==> src/uhr_pkg.sv <==
// shared constants, types and lookup functions for the hid report translator
package uhr_pkg;
  localparam logic [7:0] BYTE_DISC     = 8'h00;
  localparam logic [7:0] BYTE_DEL      = 8'h7F;
  localparam logic [7:0] BYTE_CTL_LAST = 8'h1F;
  localparam logic [7:0] BYTE_PR_LAST  = 8'h7E;
  localparam logic [7:0] BYTE_MOD_LO   = 8'hE0;
  localparam logic [7:0] BYTE_MOD_HI   = 8'hE7;
  localparam logic [7:0] BYTE_RSV_LO   = 8'hF0;
  localparam logic [7:0] BYTE_RSV_HI   = 8'hFC;
  localparam logic [7:0] BYTE_RAW      = 8'hFD;
  localparam logic [7:0] BYTE_SHORT    = 8'hFE;
  localparam logic [7:0] BYTE_OUTREP   = 8'hFF;
  localparam logic [7:0] KB_LEN        = 8'h09;
  localparam logic [7:0] KB_DESC       = 8'h01;
  localparam logic [7:0] CONS_LEN      = 8'h03;
  localparam logic [7:0] CONS_DESC     = 8'h03;
  localparam logic [7:0] CODE_VKBD     = 8'h65;
  localparam logic [7:0] MOD_LSHIFT    = 8'h02;
  localparam logic [3:0] KB_FRAME_N    = 4'hA;
  localparam logic [3:0] KB_MOD_POS    = 4'h2;
  localparam logic [3:0] KB_CODE_POS   = 4'h4;
  localparam logic [7:0] SH_MAX_IDX    = 8'h06;
  localparam logic [15:0] KEYSUB_RST   = 16'h0000;
  // lock status bit positions in the status byte
  localparam int LOCK_NUM_BIT    = 0;
  localparam int LOCK_CAPS_BIT   = 1;
  localparam int LOCK_SCROLL_BIT = 2;
  // consumer bitmask bit positions
  localparam int CONS_AC_HOME    = 0;
  localparam int CONS_VOL_UP     = 4;
  localparam int CONS_PLAY_PAUSE = 7;
  localparam int CONS_BROWSER    = 15;
  // toggle pin hold time
  localparam int CLK_HZ        = 20000000;
  localparam int TOGGLE_HOLD_MS = 200;
  localparam int TOGGLE_HOLD_CYC = CLK_HZ / 1000 * TOGGLE_HOLD_MS;
  // controller register byte addresses and status/control bit positions
  localparam logic [7:0] ADR_TX     = 8'h00;
  localparam logic [7:0] ADR_RX     = 8'h04;
  localparam logic [7:0] ADR_STATUS = 8'h08;
  localparam logic [7:0] ADR_KEYSUB = 8'h0C;
  localparam logic [7:0] ADR_CTRL   = 8'h10;
  localparam int ST_TX_BUSY  = 0;
  localparam int ST_RX_FULL  = 1;
  localparam int CTRL_PIN    = 0;
  localparam int CTRL_VKBD   = 1;

  typedef enum {ST_IDLE, ST_RAW_LEN, ST_RAW_DATA, ST_SH_LEN, ST_SH_DATA,
                ST_SEND} uhr_state_t;
  typedef enum {TX_IDLE, TX_CODE, TX_STAT} uhr_tx_t;

  // control byte to scan code; zero means no key
  function automatic logic [7:0] uhr_ctl_code(input logic [7:0] b);
    case (b)
      8'h01: uhr_ctl_code = 8'h49;
      8'h02: uhr_ctl_code = 8'h4A;
      8'h03: uhr_ctl_code = 8'h4B;
      8'h04: uhr_ctl_code = 8'h4C;
      8'h05: uhr_ctl_code = 8'h4D;
      8'h06: uhr_ctl_code = 8'h4E;
      8'h07: uhr_ctl_code = 8'h4F;
      8'h08: uhr_ctl_code = 8'h2A;
      8'h09: uhr_ctl_code = 8'h2B;
      8'h0A: uhr_ctl_code = 8'h28;
      8'h0B: uhr_ctl_code = 8'h50;
      8'h0C: uhr_ctl_code = 8'h51;
      8'h0D: uhr_ctl_code = 8'h28;
      8'h0E: uhr_ctl_code = 8'h52;
      8'h1B: uhr_ctl_code = 8'h29;
      8'h1C: uhr_ctl_code = 8'h39;
      8'h1D: uhr_ctl_code = 8'h47;
      8'h1E: uhr_ctl_code = 8'h48;
      8'h1F: uhr_ctl_code = 8'h53;
      default: uhr_ctl_code = (b >= 8'h0F && b <= 8'h1A) ?
                              8'(b + 8'h2B) : 8'h00;
    endcase
  endfunction

  // printable byte to {shift, scan code}, us layout
  function automatic logic [8:0] uhr_prn_code(input logic [7:0] b);
    if (b >= 8'h61 && b <= 8'h7A) begin
      uhr_prn_code = {1'b0, 8'(b - 8'h5D)};
    end else if (b >= 8'h41 && b <= 8'h5A) begin
      uhr_prn_code = {1'b1, 8'(b - 8'h3D)};
    end else if (b >= 8'h31 && b <= 8'h39) begin
      uhr_prn_code = {1'b0, 8'(b - 8'h13)};
    end else begin
      case (b)
        8'h30: uhr_prn_code = {1'b0, 8'h27};
        8'h20: uhr_prn_code = {1'b0, 8'h2C};
        8'h21: uhr_prn_code = {1'b1, 8'h1E};
        8'h40: uhr_prn_code = {1'b1, 8'h1F};
        8'h23: uhr_prn_code = {1'b1, 8'h20};
        8'h24: uhr_prn_code = {1'b1, 8'h21};
        8'h25: uhr_prn_code = {1'b1, 8'h22};
        8'h5E: uhr_prn_code = {1'b1, 8'h23};
        8'h26: uhr_prn_code = {1'b1, 8'h24};
        8'h2A: uhr_prn_code = {1'b1, 8'h25};
        8'h28: uhr_prn_code = {1'b1, 8'h26};
        8'h29: uhr_prn_code = {1'b1, 8'h27};
        8'h2D: uhr_prn_code = {1'b0, 8'h2D};
        8'h5F: uhr_prn_code = {1'b1, 8'h2D};
        8'h3D: uhr_prn_code = {1'b0, 8'h2E};
        8'h2B: uhr_prn_code = {1'b1, 8'h2E};
        8'h5B: uhr_prn_code = {1'b0, 8'h2F};
        8'h7B: uhr_prn_code = {1'b1, 8'h2F};
        8'h5D: uhr_prn_code = {1'b0, 8'h30};
        8'h7D: uhr_prn_code = {1'b1, 8'h30};
        8'h5C: uhr_prn_code = {1'b0, 8'h31};
        8'h7C: uhr_prn_code = {1'b1, 8'h31};
        8'h3B: uhr_prn_code = {1'b0, 8'h33};
        8'h3A: uhr_prn_code = {1'b1, 8'h33};
        8'h27: uhr_prn_code = {1'b0, 8'h34};
        8'h22: uhr_prn_code = {1'b1, 8'h34};
        8'h60: uhr_prn_code = {1'b0, 8'h35};
        8'h7E: uhr_prn_code = {1'b1, 8'h35};
        8'h2C: uhr_prn_code = {1'b0, 8'h36};
        8'h3C: uhr_prn_code = {1'b1, 8'h36};
        8'h2E: uhr_prn_code = {1'b0, 8'h37};
        8'h3E: uhr_prn_code = {1'b1, 8'h37};
        8'h2F: uhr_prn_code = {1'b0, 8'h38};
        8'h3F: uhr_prn_code = {1'b1, 8'h38};
        default: uhr_prn_code = {1'b0, 8'h00};
      endcase
    end
  endfunction
endpackage
==> src/uhr_link_if.sv <==
// link between the microcontroller end and the translator end
`timescale 1ns/100ps
`default_nettype none
interface uhr_link_if;
  logic [7:0]  rx_data;
  logic        rx_valid;
  logic        rx_ready;
  logic [7:0]  tx_data;
  logic        tx_valid;
  logic        tx_ready;
  logic        keyboard_toggle_pin;
  logic        ks_we;
  logic [15:0] ks_wdata;
  logic [15:0] ks_rdata;
  logic        flag_we;
  logic        flag_vkbd;
  logic        vkbd_en;
  modport dev (input rx_data, rx_valid, tx_ready, keyboard_toggle_pin,
               ks_we, ks_wdata, flag_we, flag_vkbd,
               output rx_ready, tx_data, tx_valid, ks_rdata, vkbd_en);
  modport mcu (output rx_data, rx_valid, tx_ready, keyboard_toggle_pin,
               ks_we, ks_wdata, flag_we, flag_vkbd,
               input rx_ready, tx_data, tx_valid, ks_rdata, vkbd_en);
endinterface
`default_nettype wire

==> src/uhr_dev_end.sv <==
// translator end: uart bytes in, hid reports out, lock status back
// What this block does
// lock change sends 0xFF plus status byte
// status bits: num 1, caps 2, scroll 4
// toggle pin held high at least 200 ms
// toggle pin acts only when enabled
// nonzero substitution replaces upper byte by lower
// substitution resets to zero; zero disables
// substitution written and read via link
// zero byte drops connection, no report
// substitution applied before disconnect check
// consumer frame FD 3 3 low high
// consumer bitmask passes through, bits unchanged
// host releases consumer keys with zeros
// control bytes map to fixed key codes
// printable bytes via table, shift for upper
// byte 127 sends key code 0x65
// scan codes pass, E0-E7 are modifiers
// F0-FC reserved, FD raw, FE shorthand, FF output
// press report then release report
// keyboard frame 9, 1, mod, 0, six codes
// modifier bits left 0-3, right 4-7
// substitution only on single-key bytes
//
// The placing of the registers and the Wishbone register port were decided locally.
`timescale 1ns/100ps
`default_nettype none
module uhr_dev_end #(
  parameter int DEPTH    = 16,
  parameter int HOLD_CYC = uhr_pkg::TOGGLE_HOLD_CYC
) (
  // clock and reset
  input  wire logic       ref_clk_i,
  input  wire logic       reset_i,
  // radio side
  output logic      [7:0] hid_data_o,
  output logic            hid_valid_o,
  output logic            hid_last_o,
  input  wire logic       hid_ready_i,
  input  wire logic       connected_i,
  output logic            disconnect_o,
  // lock state from host
  input  wire logic       lock_valid_i,
  input  wire logic       lock_num_i,
  input  wire logic       lock_caps_i,
  input  wire logic       lock_scroll_i,
  // link
  uhr_link_if.dev         link
);
  import uhr_pkg::*;
  localparam int IW = $clog2(DEPTH);
  localparam int CW = $clog2(HOLD_CYC + 1);
  localparam logic [CW-1:0] HOLD_END = CW'(HOLD_CYC - 1);
  localparam logic [IW-1:0] DEPTH_M1 = IW'(DEPTH - 1);

  uhr_state_t     state;
  uhr_state_t     next_state;
  uhr_tx_t        txs;
  logic [7:0]     buffer [DEPTH];
  logic [7:0]     cnt;
  logic [7:0]     need;
  logic [IW-1:0]  n_emit;
  logic [IW:0]    idx;
  logic           rel_pend;
  logic [15:0]    keysub;
  logic [2:0]     lock_st;
  logic           out_req;
  logic           pin_q;
  logic           armed;
  logic [CW-1:0]  hold_cnt;
  logic           vk_req;

  wire       rx_fire = link.rx_valid && link.rx_ready;
  // single-key bytes only; frame bytes bypass the substitution
  wire       sub_hit = keysub != KEYSUB_RST && link.rx_data == keysub[15:8];
  wire [7:0] key     = sub_hit ? keysub[7:0] : link.rx_data;
  wire       is_ctl  = key != BYTE_DISC && key <= BYTE_CTL_LAST;
  wire       is_prn  = key > BYTE_CTL_LAST && key <= BYTE_PR_LAST;
  wire       is_mod  = key >= BYTE_MOD_LO && key <= BYTE_MOD_HI;
  wire       is_rsv  = key >= BYTE_RSV_LO && key <= BYTE_RSV_HI;
  wire [8:0] prn     = uhr_prn_code(key);
  wire [7:0] mod_bit = 8'(8'h01 << key[2:0]);
  wire [7:0] k_code  = is_ctl ? uhr_ctl_code(key) :
                       is_prn ? prn[7:0] :
                       key == BYTE_DEL ? CODE_VKBD :
                       is_mod ? 8'h00 : key;
  wire [7:0] k_mod   = is_mod ? mod_bit :
                       (is_prn && prn[8]) ? MOD_LSHIFT : 8'h00;
  wire       k_any   = k_code != 8'h00 || k_mod != 8'h00;
  wire       is_key  = key != BYTE_DISC && !is_rsv && key != BYTE_RAW &&
                       key != BYTE_SHORT && key != BYTE_OUTREP;
  wire [7:0] lock_in = {5'h00, lock_scroll_i, lock_caps_i, lock_num_i};
  wire [7:0] sh_pos  = cnt == 8'h00 ? 8'(KB_MOD_POS) :
                       8'(cnt + 8'(KB_CODE_POS) - 8'h01);
  wire       emit_ok = !hid_valid_o || hid_ready_i;
  wire       emit_dn = idx == {1'b0, n_emit};
  wire [IW-1:0] raw_n = (need >= 8'(DEPTH - 1)) ? DEPTH_M1 : IW'(need) + 1'b1;

  always_comb begin
    next_state = state;
    case (state)
      ST_IDLE: begin
        if (rx_fire && key == BYTE_RAW) begin
          next_state = ST_RAW_LEN;
        end else if (rx_fire && key == BYTE_SHORT) begin
          next_state = ST_SH_LEN;
        end else if ((rx_fire && is_key && k_any) || (!rx_fire && vk_req)) begin
          next_state = ST_SEND;
        end
      end
      ST_RAW_LEN:  if (rx_fire) next_state = link.rx_data == 8'h00 ?
                                             ST_SEND : ST_RAW_DATA;
      ST_RAW_DATA: if (rx_fire && cnt == need) next_state = ST_SEND;
      ST_SH_LEN:   if (rx_fire) next_state = link.rx_data == 8'h00 ?
                                             ST_SEND : ST_SH_DATA;
      ST_SH_DATA:  if (rx_fire && cnt == 8'(need - 8'h01)) next_state = ST_SEND;
      ST_SEND:     if (emit_ok && emit_dn && !rel_pend) next_state = ST_IDLE;
      default:     next_state = ST_IDLE;
    endcase
  end

  task automatic kb_clear();
    for (int i = 0; i < KB_FRAME_N; i++) buffer[i] <= 8'h00;
    buffer[0] <= KB_LEN;
    buffer[1] <= KB_DESC;
  endtask

  always_ff @(posedge ref_clk_i) begin
    if (reset_i) begin
      state       <= ST_IDLE;
      link.rx_ready <= 1'b0;
      hid_valid_o <= 1'b0;
      hid_data_o  <= 8'h00;
      hid_last_o  <= 1'b0;
      disconnect_o <= 1'b0;
      cnt         <= 8'h00;
      need        <= 8'h00;
      n_emit      <= '0;
      idx         <= '0;
      rel_pend    <= 1'b0;
      for (int i = 0; i < DEPTH; i++) buffer[i] <= 8'h00;
    end else begin
      state         <= next_state;
      link.rx_ready <= next_state != ST_SEND;
      disconnect_o  <= rx_fire && state == ST_IDLE && key == BYTE_DISC &&
                       connected_i;
      case (state)
        ST_IDLE: begin
          idx <= '0;
          if (rx_fire && key == BYTE_SHORT) begin
            kb_clear();
          end else if (rx_fire && is_key && k_any) begin
            kb_clear();
            buffer[KB_MOD_POS]  <= k_mod;
            buffer[KB_CODE_POS] <= k_code;
            n_emit   <= KB_FRAME_N;
            rel_pend <= 1'b1;
          end else if (!rx_fire && vk_req) begin
            kb_clear();
            buffer[KB_CODE_POS] <= CODE_VKBD;
            n_emit   <= KB_FRAME_N;
            rel_pend <= 1'b1;
          end
        end
        ST_RAW_LEN: if (rx_fire) begin
          // start byte stripped, length and body forwarded untouched
          buffer[0] <= link.rx_data;
          need      <= link.rx_data;
          cnt       <= 8'h01;
          n_emit    <= IW'(1);
        end
        ST_RAW_DATA: if (rx_fire) begin
          // bytes beyond the buffer are dropped
          if (cnt < 8'(DEPTH)) buffer[cnt[IW-1:0]] <= link.rx_data;
          cnt    <= 8'(cnt + 8'h01);
          n_emit <= raw_n;
        end
        ST_SH_LEN: if (rx_fire) begin
          need   <= link.rx_data;
          cnt    <= 8'h00;
          n_emit <= KB_FRAME_N;
        end
        ST_SH_DATA: if (rx_fire) begin
          if (cnt <= SH_MAX_IDX) buffer[sh_pos[IW-1:0]] <= link.rx_data;
          cnt <= 8'(cnt + 8'h01);
        end
        ST_SEND: if (emit_ok) begin
          if (!emit_dn) begin
            hid_valid_o <= 1'b1;
            hid_data_o  <= buffer[idx[IW-1:0]];
            hid_last_o  <= idx == {1'b0, n_emit} - 1'b1;
            idx         <= idx + 1'b1;
          end else begin
            hid_valid_o <= 1'b0;
            hid_last_o  <= 1'b0;
            idx         <= '0;
            if (rel_pend) begin
              rel_pend <= 1'b0;
              kb_clear();
            end
          end
        end
        default: ;
      endcase
    end
  end

  // substitution value and enable flag
  always_ff @(posedge ref_clk_i) begin
    if (reset_i) begin
      keysub        <= KEYSUB_RST;
      link.ks_rdata <= KEYSUB_RST;
      link.vkbd_en  <= 1'b0;
    end else begin
      if (link.ks_we) keysub <= link.ks_wdata;
      link.ks_rdata <= link.ks_we ? link.ks_wdata : keysub;
      if (link.flag_we) link.vkbd_en <= link.flag_vkbd;
    end
  end

  // toggle pin: rising edge, then a full hold before one request
  always_ff @(posedge ref_clk_i) begin
    if (reset_i) begin
      pin_q    <= 1'b0;
      armed    <= 1'b0;
      hold_cnt <= '0;
      vk_req   <= 1'b0;
    end else begin
      pin_q <= link.keyboard_toggle_pin;
      if (!link.keyboard_toggle_pin || !link.vkbd_en) begin
        armed    <= 1'b0;
        hold_cnt <= '0;
      end else if (!pin_q) begin
        armed    <= 1'b1;
        hold_cnt <= '0;
      end else if (armed && hold_cnt != HOLD_END) begin
        hold_cnt <= hold_cnt + 1'b1;
      end
      if (armed && hold_cnt == HOLD_END && link.vkbd_en) begin
        vk_req <= 1'b1;
        armed  <= 1'b0;
      end else if (state == ST_IDLE && !rx_fire) begin
        vk_req <= 1'b0;
      end
    end
  end

  // output report back to the microcontroller
  always_ff @(posedge ref_clk_i) begin
    if (reset_i) begin
      txs           <= TX_IDLE;
      lock_st       <= 3'h0;
      out_req       <= 1'b0;
      link.tx_valid <= 1'b0;
      link.tx_data  <= 8'h00;
    end else begin
      if (lock_valid_i) lock_st <= lock_in[2:0];
      case (txs)
        TX_IDLE: if (out_req) begin
          link.tx_valid <= 1'b1;
          link.tx_data  <= BYTE_OUTREP;
          txs           <= TX_CODE;
        end
        TX_CODE: if (link.tx_ready) begin
          link.tx_data <= {5'h00, lock_st};
          txs          <= TX_STAT;
        end
        TX_STAT: if (link.tx_ready) begin
          link.tx_valid <= 1'b0;
          txs           <= TX_IDLE;
        end
        default: txs <= TX_IDLE;
      endcase
      // a new event in the cycle the request is taken wins
      if (lock_valid_i || (rx_fire && state == ST_IDLE &&
                           key == BYTE_OUTREP)) begin
        out_req <= 1'b1;
      end else if (txs == TX_IDLE) begin
        out_req <= 1'b0;
      end
    end
  end
endmodule
`default_nettype wire

==> src/flat_wrapper.sv <==
// flat-port wrapper written by rule: the top's interface ports become plain ports
module uhr_dev_end_flat import uhr_pkg::*;
#(
  parameter int DEPTH    = 16,
  parameter int HOLD_CYC = uhr_pkg::TOGGLE_HOLD_CYC
)
  (ref_clk_i, reset_i, hid_data_o, hid_valid_o, hid_last_o, hid_ready_i, connected_i, disconnect_o, lock_valid_i, lock_num_i, lock_caps_i, lock_scroll_i, link_rx_data, link_rx_valid, link_tx_ready, link_keyboard_toggle_pin, link_ks_we, link_ks_wdata, link_flag_we, link_flag_vkbd, link_rx_ready, link_tx_data, link_tx_valid, link_ks_rdata, link_vkbd_en);
  uhr_link_if link_i ();
  input  wire logic ref_clk_i;
  input  wire logic reset_i;
  output logic      [7:0] hid_data_o;
  output logic hid_valid_o;
  output logic hid_last_o;
  input  wire logic hid_ready_i;
  input  wire logic connected_i;
  output logic disconnect_o;
  input  wire logic lock_valid_i;
  input  wire logic lock_num_i;
  input  wire logic lock_caps_i;
  input  wire logic lock_scroll_i;
  input wire logic [$bits(link_i.rx_data)-1:0] link_rx_data;
  input wire logic [$bits(link_i.rx_valid)-1:0] link_rx_valid;
  input wire logic [$bits(link_i.tx_ready)-1:0] link_tx_ready;
  input wire logic [$bits(link_i.keyboard_toggle_pin)-1:0] link_keyboard_toggle_pin;
  input wire logic [$bits(link_i.ks_we)-1:0] link_ks_we;
  input wire logic [$bits(link_i.ks_wdata)-1:0] link_ks_wdata;
  input wire logic [$bits(link_i.flag_we)-1:0] link_flag_we;
  input wire logic [$bits(link_i.flag_vkbd)-1:0] link_flag_vkbd;
  output wire logic [$bits(link_i.rx_ready)-1:0] link_rx_ready;
  output wire logic [$bits(link_i.tx_data)-1:0] link_tx_data;
  output wire logic [$bits(link_i.tx_valid)-1:0] link_tx_valid;
  output wire logic [$bits(link_i.ks_rdata)-1:0] link_ks_rdata;
  output wire logic [$bits(link_i.vkbd_en)-1:0] link_vkbd_en;
  assign link_i.rx_data = link_rx_data;
  assign link_i.rx_valid = link_rx_valid;
  assign link_i.tx_ready = link_tx_ready;
  assign link_i.keyboard_toggle_pin = link_keyboard_toggle_pin;
  assign link_i.ks_we = link_ks_we;
  assign link_i.ks_wdata = link_ks_wdata;
  assign link_i.flag_we = link_flag_we;
  assign link_i.flag_vkbd = link_flag_vkbd;
  assign link_rx_ready = link_i.rx_ready;
  assign link_tx_data = link_i.tx_data;
  assign link_tx_valid = link_i.tx_valid;
  assign link_ks_rdata = link_i.ks_rdata;
  assign link_vkbd_en = link_i.vkbd_en;
  uhr_dev_end #(.DEPTH(DEPTH), .HOLD_CYC(HOLD_CYC)) u_core (.ref_clk_i(ref_clk_i), .reset_i(reset_i), .hid_data_o(hid_data_o), .hid_valid_o(hid_valid_o), .hid_last_o(hid_last_o), .hid_ready_i(hid_ready_i), .connected_i(connected_i), .disconnect_o(disconnect_o), .lock_valid_i(lock_valid_i), .lock_num_i(lock_num_i), .lock_caps_i(lock_caps_i), .lock_scroll_i(lock_scroll_i), .link(link_i));
endmodule
==> config.mk <==
export PLATFORM = sky130hd
export DESIGN_NAME = uhr_dev_end_flat
export DESIGN_NICKNAME = d
export VERILOG_FILES = /design/src/uhr_pkg.sv /design/src/uhr_link_if.sv /design/src/uhr_dev_end.sv /design/src/flat_wrapper.sv
export SDC_FILE = /design/constraint.sdc
export NUM_CORES = 1
export LEC_CHECK = 0
export BUFFER_PORTS_ARGS = -buffer_cell sky130_fd_sc_hd__buf_2
export CAP_MARGIN = 20
export CORE_MARGIN = 3
export CORE_UTILIZATION = 67
export DETAILED_ROUTE_END_ITERATION = 10
export PLACE_DENSITY = 0.86
export SYNTH_ARGS = -nofsm -noshare
export SYNTH_HDL_FRONTEND = slang
export SYNTH_SLANG_ARGS = --single-unit
==> constraint.sdc <==
create_clock -name ref_clk_i -period 8.8 [get_ports ref_clk_i]
set_input_delay 0.88 -clock ref_clk_i [delete_from_list [all_inputs] [get_ports ref_clk_i]]
set_output_delay 0.88 -clock ref_clk_i [all_outputs]
set_load 0.03 [all_outputs]
==> results of run 1 <==
==> worst max path at each step <==
| stage | depth (start not counted) | to | startpoint | slack, ns |
|---|---|---|---|---|
| after floorplan | 23 | u_core.buffer[65] | link_rx_data[5] | 2.53 |
| after global placement | 19 | u_core.buffer[96] | link_rx_data[3] | 1.58 |
| after detailed placement | 19 | u_core.buffer[107] | link_rx_data[3] | 1.27 |
| after CTS | 19 | u_core.buffer[107] | link_rx_data[3] | 1.72 |
| after global routing | 19 | u_core.buffer[96] | link_rx_data[3] | 1.04 |
| final | 19 | u_core.buffer[96] | link_rx_data[3] | 1.37 |
==> tightest hold or removal path: cells and delay by family (launching register included) <==
kind | cells | cell delay [ns]
flops | 1 | 0.31
simple gates | 1 | 0.05
compound gates | 1 | 0.05
==> cell usage in the layout, fill, tap and decap left out, types with 7 or more instances in the layout <==
master / netlist / layout
sky130_fd_sc_hd__dfxtp_1: 251 / 249
sky130_fd_sc_hd__nor2_1: 219 / 219
sky130_fd_sc_hd__nand2_1: 144 / 144
sky130_fd_sc_hd__a21oi_1: 105 / 104
sky130_fd_sc_hd__mux2i_1: 100 / 100
sky130_fd_sc_hd__o21ai_0: 93 / 93
sky130_fd_sc_hd__buf_2: 8 / 75
sky130_fd_sc_hd__nand3_1: 72 / 72
sky130_fd_sc_hd__inv_1: 68 / 68
sky130_fd_sc_hd__a22o_1: 45 / 45
sky130_fd_sc_hd__o22ai_1: 41 / 41
sky130_fd_sc_hd__nor3_1: 40 / 40
sky130_fd_sc_hd__mux4_2: 40 / 40
sky130_fd_sc_hd__xor2_1: 39 / 39
sky130_fd_sc_hd__conb_1: 1 / 29
sky130_fd_sc_hd__nor4_1: 26 / 26
sky130_fd_sc_hd__nor2b_1: 25 / 25
sky130_fd_sc_hd__xnor2_1: 25 / 25
sky130_fd_sc_hd__clkbuf_16: 0 / 25
sky130_fd_sc_hd__nand4_1: 24 / 24
sky130_fd_sc_hd__buf_4: 6 / 23
sky130_fd_sc_hd__a31oi_1: 22 / 22
sky130_fd_sc_hd__ha_1: 22 / 22
sky130_fd_sc_hd__and3_1: 16 / 16
sky130_fd_sc_hd__nand2b_1: 13 / 13
sky130_fd_sc_hd__a211oi_1: 13 / 13
sky130_fd_sc_hd__or3_1: 12 / 12
sky130_fd_sc_hd__and2_1: 10 / 10
sky130_fd_sc_hd__o211ai_1: 9 / 9
sky130_fd_sc_hd__a2111oi_0: 9 / 9
sky130_fd_sc_hd__or2_2: 8 / 8
sky130_fd_sc_hd__a32oi_1: 8 / 8
sky130_fd_sc_hd__a22oi_1: 8 / 8
sky130_fd_sc_hd__mux2_2: 7 / 7
sky130_fd_sc_hd__o31ai_1: 7 / 7
==> layout make-up <==
cell class,instances,area share
Multi-Input combinational cell,1347,0.560
Sequential cell,251,0.312
Clock buffer,32,0.0429
Timing Repair Buffer,98,0.0340
Tap cell,275,0.0213
Inverter,73,0.0170
Clock inverter,13,0.0126
==> power groups by stage <==
stage                     clock network [mW]  registers [mW]  logic (mW)
after floorplan                            0            1.20       0.177
after global routing                    1.21            1.17       0.308
after CTS                               1.16            1.17       0.281
after detailed placement                   0            1.19       0.279
after global placement                     0            1.19       0.278
final                                   1.17            1.17       0.296
==> synth_stat cells, types with 10 or more instances <==
library cell	count	area, um2
sky130_fd_sc_hd__nor2b_1	25	156
sky130_fd_sc_hd__a211oi_1	13	97.6
sky130_fd_sc_hd__buf_1	25	93.8
sky130_fd_sc_hd__a21oi_1	105	526
sky130_fd_sc_hd__ha_1	22	275
sky130_fd_sc_hd__and2_1	10	62.6
sky130_fd_sc_hd__xnor2_1	25	219
sky130_fd_sc_hd__dfxtp_1	251	5020
sky130_fd_sc_hd__or3_1	12	75.1
sky130_fd_sc_hd__o22ai_1	41	257
sky130_fd_sc_hd__nor2_1	219	822
sky130_fd_sc_hd__nand2b_1	13	81.3
sky130_fd_sc_hd__o21ai_0	93	465
sky130_fd_sc_hd__inv_1	68	255
sky130_fd_sc_hd__and3_1	16	100
sky130_fd_sc_hd__nand2_1	144	541
sky130_fd_sc_hd__mux2i_1	100	1000
sky130_fd_sc_hd__mux4_2	40	901
sky130_fd_sc_hd__clkbuf_1	84	315
sky130_fd_sc_hd__nor3_1	40	200
sky130_fd_sc_hd__nand3_1	72	360
sky130_fd_sc_hd__nor4_1	26	163
sky130_fd_sc_hd__a31oi_1	22	138
sky130_fd_sc_hd__a22o_1	45	394
sky130_fd_sc_hd__nand4_1	24	150
sky130_fd_sc_hd__xor2_1	39	342
==> registers in the layout, summed over array words and instances (netlist names), 2 cells and up <==
signal and flops:
u_core.state 32, u_core.buffer 128, u_core.idx 5, u_core.txs 2, u_core.need 8, u_core.hold_cnt 22, u_core.n_emit 4, u_core.hid_data_o 8
u_core.lock_st 3, u_core.cnt 8, u_core.link.ks_rdata 16, u_core.link.tx_data 4
==> cell families after synthesis <==
logic type | after synthesis
AND/OR/NAND/NOR | 640
flip-flops | 251
buffers and inverters | 201
adder cells (fa/ha/maj) | 22
AO/OA/AOI/OAI | 444
XOR/XNOR | 64
other | 1
multiplexers | 148
==> per-layer routing <==
| layer | global-route usage | wire length [um] |
|---|---|---|
| met1 | 0.542 | 18900 |
| met2 | 0.662 | 22900 |
| met3 | 0.105 | 7060 |
| met4 | 0.228 | 3520 |
| met5 | 0 | 20 |
==> metrics by stage <==
step,std cells,utilization
after floorplan,1799,-
after global placement,2043,0.713
after detailed placement,2044,0.713
after CTS,2089,0.755
after global routing,2089,0.755
final,2089,0.755
==> flow_metrics.env, run 1 <==
export IMPL_antennaDiodeCount=0
export IMPL_postRouteWirelength_um=52500
export IMPL_tritoncts="done"
export IMPL_post_cts_resized=0
export IMPL_grt_first_pass_wirelength_um=80700
export IMPL_yosys_mux_area_fraction=0.135
export IMPL_yosys_most_used_dff="sky130_fd_sc_hd__dfxtp_1"
export IMPL_power_per_cell_area_nw_per_um2=163
export IMPL_clk_insertion_delay_late_ns=0.54
export IMPL_initial_antenna_violation_count=1
export IMPL_worstMarginPinSlew_ns=1.12
export IMPL_worst_r2r_setup_slack_ns=1.57
export IMPL_maxClockFrequency_mhz=135
export IMPL_hold_worst_slack_ns=0.458
export IMPL_clk_transition_reported_paths_ns=0.06
export IMPL_largest_family_of_logic_cells_by_synthesized_area="simple AND/OR/NAND/NOR gates"
export IMPL_intPower_mw=1.94
export IMPL_cts_root_buf="sky130_fd_sc_hd__clkbuf_16"
export IMPL_r2r_start="u_core.link.ks_rdata[6]"
export IMPL_comb_power_share=0.113
export IMPL_drc=0
export IMPL_die_area_um2=23900
export IMPL_final_setup_viol_count=0
export IMPL_ratio_of_cells_with_drive_above_1_in_the_final_layout=0.126
export IMPL_placement_setup_worst_slack_ns=1.27
export IMPL_synth_edff_count=0
export IMPL_pin_count=76
export IMPL_synth_fa_ha_area_frac=0.0186
export IMPL_outcome="completed"
export IMPL_reg2regPathDepth=18
export IMPL_floorplan_initialDensity=0.692
export IMPL_pin_count_of_the_biggest_net_entering_global_routing=87
export IMPL_worst_path_dominant_cell_family="compound AO/OA/AOI/OAI gates"
export IMPL_power_share_clock=0.444
export IMPL_min_delay_start="u_core.hid_last_o"
export IMPL_grt_ovfl_total=0
export IMPL_num_nets_final=1856
export IMPL_ys_seq_elements=251
export IMPL_chipWidth_um=155
export IMPL_vdd_drop_max_uv=150
export IMPL_fill_cell_total_of_the_finished_layout=1426
export IMPL_clock_sink_count=251
export IMPL_p_sw_frac=0.264
export IMPL_finish_instance_area_um2=16100
export IMPL_gr_usage_all_layers=0.424
export IMPL_drtAntennaViolNets=0
export IMPL_power_net_switching_mw=0.694
export IMPL_gp_congestion=1.07
export IMPL_core_area_um2=21400
export IMPL_criticalPathCategory="input pin to flip-flop"
export IMPL_rsz_0062_raised_after_global_routing="no"
export IMPL_register_area_um2=5030
export IMPL_layout_area_overhead_vs_synth_pct=9.12
export IMPL_final_max_slew_viol_count=0
export IMPL_synth_xor_area_frac=0.0379
export IMPL_netlist_area_um2=14800
export IMPL_critPathCaptureType="flip-flop"
export IMPL_critical_path_cell_chain="buf_2 -> xor2_1 -> nor4_4 -> and3_4 -> mux2i_1 -> inv_2 -> ha_1 -> buf_4 -> or4_1 -> and4_1 -> a31oi_1 -> mux2i_1 -> nor3_2 -> a311oi_1 -> a2111oi_1 -> or3_1 -> o211ai_4 -> o31ai_2 -> o22ai_1"
export IMPL_detailed_place_area_um2=15200
export IMPL_rows=53
export IMPL_timing_final_hold_violations=0
export IMPL_die_height_um=155
export IMPL_synth_simple_area_share=0.207
export IMPL_yosys_cell_types_count=92
export IMPL_cts_setup_buffers=0
export IMPL_seq_area_frac_synth=0.340
export IMPL_async_flop_share=0
export IMPL_crit_path_start_kind="input pin"
export IMPL_timing_final_ws_setup_ns=1.37
export IMPL_hold_buffers=0
export IMPL_critical_path_slowest_cell="sky130_fd_sc_hd__o31ai_2"
export IMPL_sequentialPowerShare=0.444
export IMPL_routed_via_count=15000
export IMPL_finalWorstPathRequiredPeriod_ns=7.43
export IMPL_finalClockSkew_ns=0.0204
export IMPL_whs_endpoint="u_core.hid_last_o"
export IMPL_via_per_inst=7.17
export IMPL_hold_path_depth=2
export IMPL_dp_final_hpwl_um=35300
export IMPL_cts_buffers=25
export IMPL_drt_iter0_drc=2402
export IMPL_htreeDepth=1
export IMPL_period_share=0.844
export IMPL_worst_endpoint_arrival_ns=7.81
export IMPL_fraction_of_the_mapped_netlist_area_in_compound_gates=0.205
export IMPL_worstPathMaxFanout=34
export IMPL_critical_path_max_stage_delay_ns=0.78
export IMPL_wl_per_cell_um=25.1
export IMPL_required_ns=9.18
export IMPL_synthesis_yosys_warnings=0
export IMPL_maxCapViolations=0
export IMPL_report_power_total_mw=2.63
export IMPL_first_global_vias=14400
export IMPL_placement_io_buffers=75
export IMPL_synthesis_instances=1771
export IMPL_worst_hold_path_type="flip-flop to flip-flop"
export IMPL_p_leak_nw=5.97
export IMPL_drtPass1Iterations=6
export IMPL_cp_common_cell="sky130_fd_sc_hd__mux2i_1"
export IMPL_timing_max_slew_rel_slack=0.256
export IMPL_reg2reg_end="u_core.buffer[96]"
export IMPL_timing_setup_tns_ns=0
export IMPL_clock_tree_buffer_depth=3
export IMPL_syn_mean_instance_area_um2=8.34
export IMPL_multiInputGateArea_um2=9040
export IMPL_combined_buffer_and_inverter_count_along_the_critical_path=3
Power figures use the tool's default switching activity.
==> run 2: changes to the inputs <==
--- a/config.mk
+++ b/config.mk
@@ -8,9 +8,9 @@
 export BUFFER_PORTS_ARGS = -buffer_cell sky130_fd_sc_hd__buf_2
 export CAP_MARGIN = 20
 export CORE_MARGIN = 3
-export CORE_UTILIZATION = 67
+export CORE_UTILIZATION = 56
 export DETAILED_ROUTE_END_ITERATION = 10
-export PLACE_DENSITY = 0.86
+export PLACE_DENSITY = 0.77
 export SYNTH_ARGS = -nofsm -noshare
 export SYNTH_HDL_FRONTEND = slang
 export SYNTH_SLANG_ARGS = --single-unit
==> constraint.sdc (replaced) <==
create_clock -name ref_clk_i -period 6.45 [get_ports ref_clk_i]
set_input_delay 0.645 -clock ref_clk_i [delete_from_list [all_inputs] [get_ports ref_clk_i]]
set_output_delay 0.645 -clock ref_clk_i [all_outputs]
set_load 0.03 [all_outputs]
==> flow_metrics.env, run 2 (synthesis results as in run 1) <==
export IMPL_outcome="completed"
export IMPL_timing_max_slew_rel_slack=0.350
export IMPL_die_area_um2=28400
export IMPL_timing_final_ws_setup_ns=0.445
export IMPL_top_regs="u_core.buffer (128), u_core.state (32), u_core.hold_cnt (22)"
export IMPL_dp_final_hpwl_um=33300
export IMPL_power_per_cell_area_nw_per_um2=216
export IMPL_hold_buffers=0
export IMPL_post_cts_resized=0
export IMPL_combined_buffer_and_inverter_count_along_the_critical_path=4
export IMPL_clk_insertion_delay_late_ns=0.54
export IMPL_most_frequent_cells_in_the_layout="249 x sky130_fd_sc_hd__dfxtp_1, 219 x sky130_fd_sc_hd__nor2_1, 144 x sky130_fd_sc_hd__nand2_1"
export IMPL_via_per_inst=6.64
export IMPL_maxClockFrequency_mhz=167
export IMPL_pin_count=76
export IMPL_placement_setup_worst_slack_ns=0.378
export IMPL_critical_path_slowest_cell="sky130_fd_sc_hd__a2111oi_0"
export IMPL_layout_area_overhead_vs_synth_pct=11.0
export IMPL_critPathCaptureType="flip-flop"
export IMPL_num_nets_final=1887
export IMPL_maxCapViolations=0
export IMPL_cts_buffers=28
export IMPL_chipWidth_um=168
export IMPL_worst_r2r_setup_slack_ns=0.45
export IMPL_worstMarginPinSlew_ns=0.961
export IMPL_floorplan_initialDensity=0.579
export IMPL_critical_path_max_stage_delay_ns=0.67
export IMPL_drt_iter0_drc=1924
export IMPL_finalClockSkew_ns=0.0186
export IMPL_registers_top_by_ff_count="u_core.buffer"
export IMPL_most_common_cell_after_layout_fill_and_taps_aside="sky130_fd_sc_hd__dfxtp_1"
export IMPL_placement_io_buffers=75
export IMPL_pin_count_of_the_biggest_net_entering_global_routing=78
export IMPL_core_area_um2=25500
export IMPL_routed_via_count=14500
export IMPL_finalWorstPathRequiredPeriod_ns=6.00
export IMPL_rows=58
export IMPL_antennaDiodeCount=0
export IMPL_clock_tree_buffer_depth=3
export IMPL_grt_ovfl_total=0
export IMPL_critical_path_cell_chain="nor4_1 -> nand4_2 -> and3_4 -> mux2i_1 -> buf_4 -> inv_2 -> ha_1 -> nor2_1 -> a2111oi_0 -> o21ai_0 -> mux2i_1 -> inv_1 -> a2111oi_1 -> a211oi_1 -> nor4_1 -> nand4b_1 -> o211ai_4 -> buf_4 -> or2_1 -> o22ai_1"
export IMPL_final_setup_viol_count=0
export IMPL_worst_hold_path_type="input pin to flip-flop"
export IMPL_initial_antenna_violation_count=0
export IMPL_detailed_place_area_um2=15500
export IMPL_tritoncts="done"
export IMPL_wl_per_cell_um=22.2
export IMPL_worstPathMaxFanout=15
export IMPL_crit_path_start_kind="flip-flop"
export IMPL_drc=0
export IMPL_period_share=0.931
export IMPL_drtAntennaViolNets=0
export IMPL_grt_first_pass_wirelength_um=75800
export IMPL_postRouteWirelength_um=48400
export IMPL_die_height_um=168
export IMPL_gp_congestion=1.11
export IMPL_vdd_drop_max_uv=288
export IMPL_timing_setup_tns_ns=0
export IMPL_gr_usage_all_layers=0.329
export IMPL_p_leak_nw=6.11
export IMPL_first_global_vias=13800
export IMPL_timing_final_hold_violations=0
export IMPL_finish_instance_area_um2=16400
export IMPL_clock_sink_count=251
export IMPL_drtPass1Iterations=7
export IMPL_rsz_0062_raised_after_global_routing="no"
export IMPL_cts_setup_buffers=0
export IMPL_criticalPathCategory="flip-flop to flip-flop"
export IMPL_final_max_slew_viol_count=0
export IMPL_fill_cell_total_of_the_finished_layout=2191
export IMPL_worst_endpoint_arrival_ns=6.38
export IMPL_ratio_of_cells_with_drive_above_1_in_the_final_layout=0.138
export IMPL_worst_path_dominant_cell_family="compound AO/OA/AOI/OAI gates"
export IMPL_required_ns=6.83
export IMPL_cts_root_buf="sky130_fd_sc_hd__clkbuf_16"
export IMPL_largest_reg_flops=128
export IMPL_htreeDepth=1
export IMPL_clk_transition_reported_paths_ns=0.06
## run 2: cell types whose count changed in the layout (fill, tap and decap cells not counted), sizes merged
| cell | change |
|---|---|
| inv | +1 |
| buf | +28 |
| clkinv | -1 |
| bufinv | -4 |
| clkbuf | +10 |
## run 2: layout make-up
type	count	area, um2	share of cell area
Inverter	73	274	0.0167
Sequential cell	251	5030	0.306
Tap cell	330	413	0.0252
Timing Repair Buffer	126	761	0.0464
Clock buffer	42	815	0.0496
Multi-Input combinational cell	1347	9030	0.551
Clock inverter	9	86.3	0.00526
## run 2: stage by stage
step                       util  power (mW)  hold slack (ns)  cells
final                     0.642        3.55            0.340   2178
after global routing      0.642        3.66            0.347   2178
after CTS                 0.642        3.55            0.316   2178
after detailed placement  0.607        2.02            0.444   2127
after global placement    0.607        2.02            0.439   2127
after floorplan               -        1.88            0.444   1799
## run 2: report_power, final
| group | internal [mW] | switching (mW) |
|---|---|---|
| registers | 1.57 | 0.0154 |
| clock network | 0.913 | 0.631 |
| logic | 0.123 | 0.291 |
## run 2: worst reg2reg max path, stage by stage (launching register included)
cell	delay (ns)
sky130_fd_sc_hd__dfxtp_1	0.45
sky130_fd_sc_hd__nor4_1	0.47
sky130_fd_sc_hd__nand4_2	0.20
sky130_fd_sc_hd__and3_4	0.26
sky130_fd_sc_hd__mux2i_1	0.12
sky130_fd_sc_hd__buf_4	0.19
sky130_fd_sc_hd__inv_2	0.12
sky130_fd_sc_hd__ha_1	0.23
sky130_fd_sc_hd__nor2_1	0.08
sky130_fd_sc_hd__a2111oi_0	0.67
sky130_fd_sc_hd__o21ai_0	0.21
sky130_fd_sc_hd__mux2i_1	0.26
sky130_fd_sc_hd__inv_1	0.07
sky130_fd_sc_hd__a2111oi_1	0.55
sky130_fd_sc_hd__a211oi_1	0.20
sky130_fd_sc_hd__nor4_1	0.36
sky130_fd_sc_hd__nand4b_1	0.27
sky130_fd_sc_hd__o211ai_4	0.37
sky130_fd_sc_hd__buf_4	0.28
sky130_fd_sc_hd__or2_1	0.33
sky130_fd_sc_hd__o22ai_1	0.17
## run 2: worst paths after layout
path                         endpoint                    start  depth (start not counted)
setup / recovery   u_core.buffer[115]  u_core.link.ks_rdata[0]                         20
hold reg to reg     u_core.hid_last_o        u_core.hid_last_o                          2
setup reg to reg   u_core.buffer[115]  u_core.link.ks_rdata[0]                         20
hold / removal    u_core.disconnect_o              connected_i                          3
## run 2: per-layer routing
metal | global-route usage | wire (um)
met5 | 0 | 0
met4 | 0.142 | 2490
met3 | 0.0951 | 5900
met2 | 0.500 | 20800
met1 | 0.438 | 19200
==> run 3: changes to the inputs <==
--- a/config.mk
+++ b/config.mk
@@ -7,7 +7,7 @@
 export LEC_CHECK = 0
 export BUFFER_PORTS_ARGS = -buffer_cell sky130_fd_sc_hd__buf_2
 export CAP_MARGIN = 20
-export CORE_MARGIN = 3
+export CORE_MARGIN = 8
 export CORE_UTILIZATION = 56
 export DETAILED_ROUTE_END_ITERATION = 10
 export PLACE_DENSITY = 0.77
==> flow_metrics.env, run 3 (synthesis results as in run 1) <==
export IMPL_outcome="completed"
export IMPL_crit_path_start_kind="flip-flop"
export IMPL_via_per_inst=6.60
export IMPL_power_per_cell_area_nw_per_um2=213
export IMPL_finalClockSkew_ns=0.00892
export IMPL_num_nets_final=1884
export IMPL_drtAntennaViolNets=0
export IMPL_critical_path_max_stage_delay_ns=0.64
export IMPL_r2r_start="u_core.link.ks_rdata[4]"
export IMPL_grt_first_pass_wirelength_um=79500
export IMPL_timing_final_hold_violations=0
export IMPL_htreeDepth=1
export IMPL_critPathCaptureType="flip-flop"
export IMPL_whs_endpoint="u_core.disconnect_o"
export IMPL_timing_critical_path_from="u_core.link.ks_rdata[4]"
export IMPL_rsz_0062_raised_after_global_routing="no"
export IMPL_drc=0
export IMPL_worst_r2r_setup_slack_ns=0.32
export IMPL_period_share=0.951
export IMPL_worstPathMaxFanout=17
export IMPL_critical_path_slowest_cell="sky130_fd_sc_hd__o31ai_2"
export IMPL_placement_io_buffers=75
export IMPL_maxCapViolations=0
export IMPL_worstMarginPinSlew_ns=0.994
export IMPL_pin_count_of_the_biggest_net_entering_global_routing=88
export IMPL_min_delay_start="connected_i"
export IMPL_registers_top_by_ff_count="u_core.buffer"
export IMPL_worst_endpoint_arrival_ns=6.53
export IMPL_worst_hold_path_type="input pin to flip-flop"
export IMPL_die_area_um2=31800
export IMPL_largest_reg_flops=128
export IMPL_tritoncts="done"
export IMPL_clock_tree_buffer_depth=3
export IMPL_pin_count=76
export IMPL_hold_path_depth=3
export IMPL_report_power_total_mw=3.50
export IMPL_maxClockFrequency_mhz=163
export IMPL_finalWorstPathRequiredPeriod_ns=6.13
export IMPL_routed_via_count=14400
export IMPL_dp_final_hpwl_um=36000
export IMPL_floorplan_initialDensity=0.569
export IMPL_top_regs="u_core.buffer (128), u_core.state (32), u_core.hold_cnt (22)"
export IMPL_combined_buffer_and_inverter_count_along_the_critical_path=3
export IMPL_critical_path_cell_chain="nor4_4 -> nand4_2 -> nand3_2 -> nor2_1 -> a21oi_1 -> inv_1 -> ha_1 -> nor2_1 -> buf_4 -> nor2_1 -> and4_1 -> or4_1 -> o2bb2ai_1 -> o2bb2ai_2 -> a311oi_1 -> a2111oi_2 -> or3_1 -> o211ai_4 -> buf_12 -> o31ai_2 -> o22ai_1"
export IMPL_worst_path_dominant_cell_family="simple AND/OR/NAND/NOR gates"
export IMPL_cts_buffers=26
export IMPL_drtPass1Iterations=6
export IMPL_cp_common_cell="sky130_fd_sc_hd__nor2_1"
export IMPL_most_frequent_cells_in_the_layout="249 x sky130_fd_sc_hd__dfxtp_1, 219 x sky130_fd_sc_hd__nor2_1, 144 x sky130_fd_sc_hd__nand2_1"
export IMPL_rows=59
export IMPL_vdd_drop_max_uv=259
export IMPL_reg2reg_end="u_core.buffer[118]"
export IMPL_timing_setup_tns_ns=0
export IMPL_grt_ovfl_total=0
export IMPL_final_max_slew_viol_count=0
export IMPL_gr_usage_all_layers=0.317
export IMPL_cts_root_buf="sky130_fd_sc_hd__clkbuf_16"
export IMPL_chipWidth_um=178
export IMPL_p_leak_nw=6.10
export IMPL_required_ns=6.85
export IMPL_core_area_um2=26000
export IMPL_first_global_vias=13700
export IMPL_timing_max_slew_rel_slack=0.332
export IMPL_hold_buffers=0
export IMPL_clock_sink_count=251
export IMPL_postRouteWirelength_um=51300
export IMPL_clk_insertion_delay_late_ns=0.54
export IMPL_reg2regPathDepth=21
export IMPL_gp_congestion=1.03
export IMPL_drt_iter0_drc=1905
export IMPL_most_common_cell_after_layout_fill_and_taps_aside="sky130_fd_sc_hd__dfxtp_1"
export IMPL_initial_antenna_violation_count=1
export IMPL_layout_area_overhead_vs_synth_pct=11.0
export IMPL_ratio_of_cells_with_drive_above_1_in_the_final_layout=0.142
export IMPL_final_setup_viol_count=0
export IMPL_clk_transition_reported_paths_ns=0.06
export IMPL_wl_per_cell_um=23.5
export IMPL_criticalPathCategory="flip-flop to flip-flop"
export IMPL_die_height_um=178
## run 3: worst max path at each step
| stage | endpoint | slack (ns) | depth (start not counted) |
|---|---|---|---|
| after floorplan | u_core.buffer[66] | 0.41 | 23 |
| final | u_core.buffer[118] | 0.32 | 21 |
| after global placement | u_core.buffer[119] | 0.28 | 18 |
| after CTS | u_core.buffer[51] | 0.20 | 17 |
| after global routing | u_core.buffer[116] | 0.003 | 21 |
| after detailed placement | u_core.buffer[51] | 0.14 | 18 |
## run 3: per-stage QoR
| step | area [um2] | instances | utilization | worst slack (ns) | hold WS, ns |
|---|---|---|---|---|---|
| after floorplan | 14900 | 1799 | - | 0.410 | 0.444 |
| after global placement | 15500 | 2130 | 0.596 | 0.278 | 0.436 |
| after detailed placement | 15500 | 2130 | 0.596 | 0.138 | 0.446 |
| after CTS | 16400 | 2177 | 0.630 | 0.198 | 0.323 |
| after global routing | 16400 | 2178 | 0.631 | 0.00329 | 0.338 |
| final | 16400 | 2179 | 0.631 | 0.319 | 0.333 |
## run 3: area by class of cell
cell class                 count  area (um2)
tap                          335         419
sequential                   251        5030
timing repair buffer         125         766
clock buffer                  34         721
inverter                      73         274
antenna                        1        2.50
clock inverter                13         140
fill                        2260        9580
multi-input combinational   1347        9060
## run 3: routing by layer
layer  vias to the layer above  track usage  wire (um)
li1                       6531            -          -
met5                         -            0          0
met1                      6813        0.431      21500
met4                         0        0.138       2240
met3                       162       0.0597       5270
met2                       873        0.483      22300
## run 3: where the power goes
group	internal, mW	switching, mW	total (mW)
clock	0.870	0.625	1.49
combinational	0.123	0.296	0.419
sequential	1.57	0.0144	1.59
## run 3: repair_timing
action	4_1_cts	5_1_grt
gates resized for setup	0	6
setup buffers	0	1
setup endpoints to repair	0	84
## run 3: worst reg2reg max path, cell delays in order, from the launching register on
cell and delay, ns:
sky130_fd_sc_hd__dfxtp_1 0.33, sky130_fd_sc_hd__nor4_4 0.61, sky130_fd_sc_hd__nand4_2 0.34, sky130_fd_sc_hd__nand3_2 0.22, sky130_fd_sc_hd__nor2_1 0.05, sky130_fd_sc_hd__a21oi_1 0.17, sky130_fd_sc_hd__inv_1 0.15, sky130_fd_sc_hd__ha_1 0.22
sky130_fd_sc_hd__nor2_1 0.40, sky130_fd_sc_hd__buf_4 0.21, sky130_fd_sc_hd__nor2_1 0.04, sky130_fd_sc_hd__and4_1 0.25, sky130_fd_sc_hd__or4_1 0.49, sky130_fd_sc_hd__o2bb2ai_1 0.15, sky130_fd_sc_hd__o2bb2ai_2 0.19, sky130_fd_sc_hd__a311oi_1 0.16
sky130_fd_sc_hd__a2111oi_2 0.44, sky130_fd_sc_hd__or3_1 0.42, sky130_fd_sc_hd__o211ai_4 0.13, sky130_fd_sc_hd__buf_12 0.20, sky130_fd_sc_hd__o31ai_2 0.64, sky130_fd_sc_hd__o22ai_1 0.16
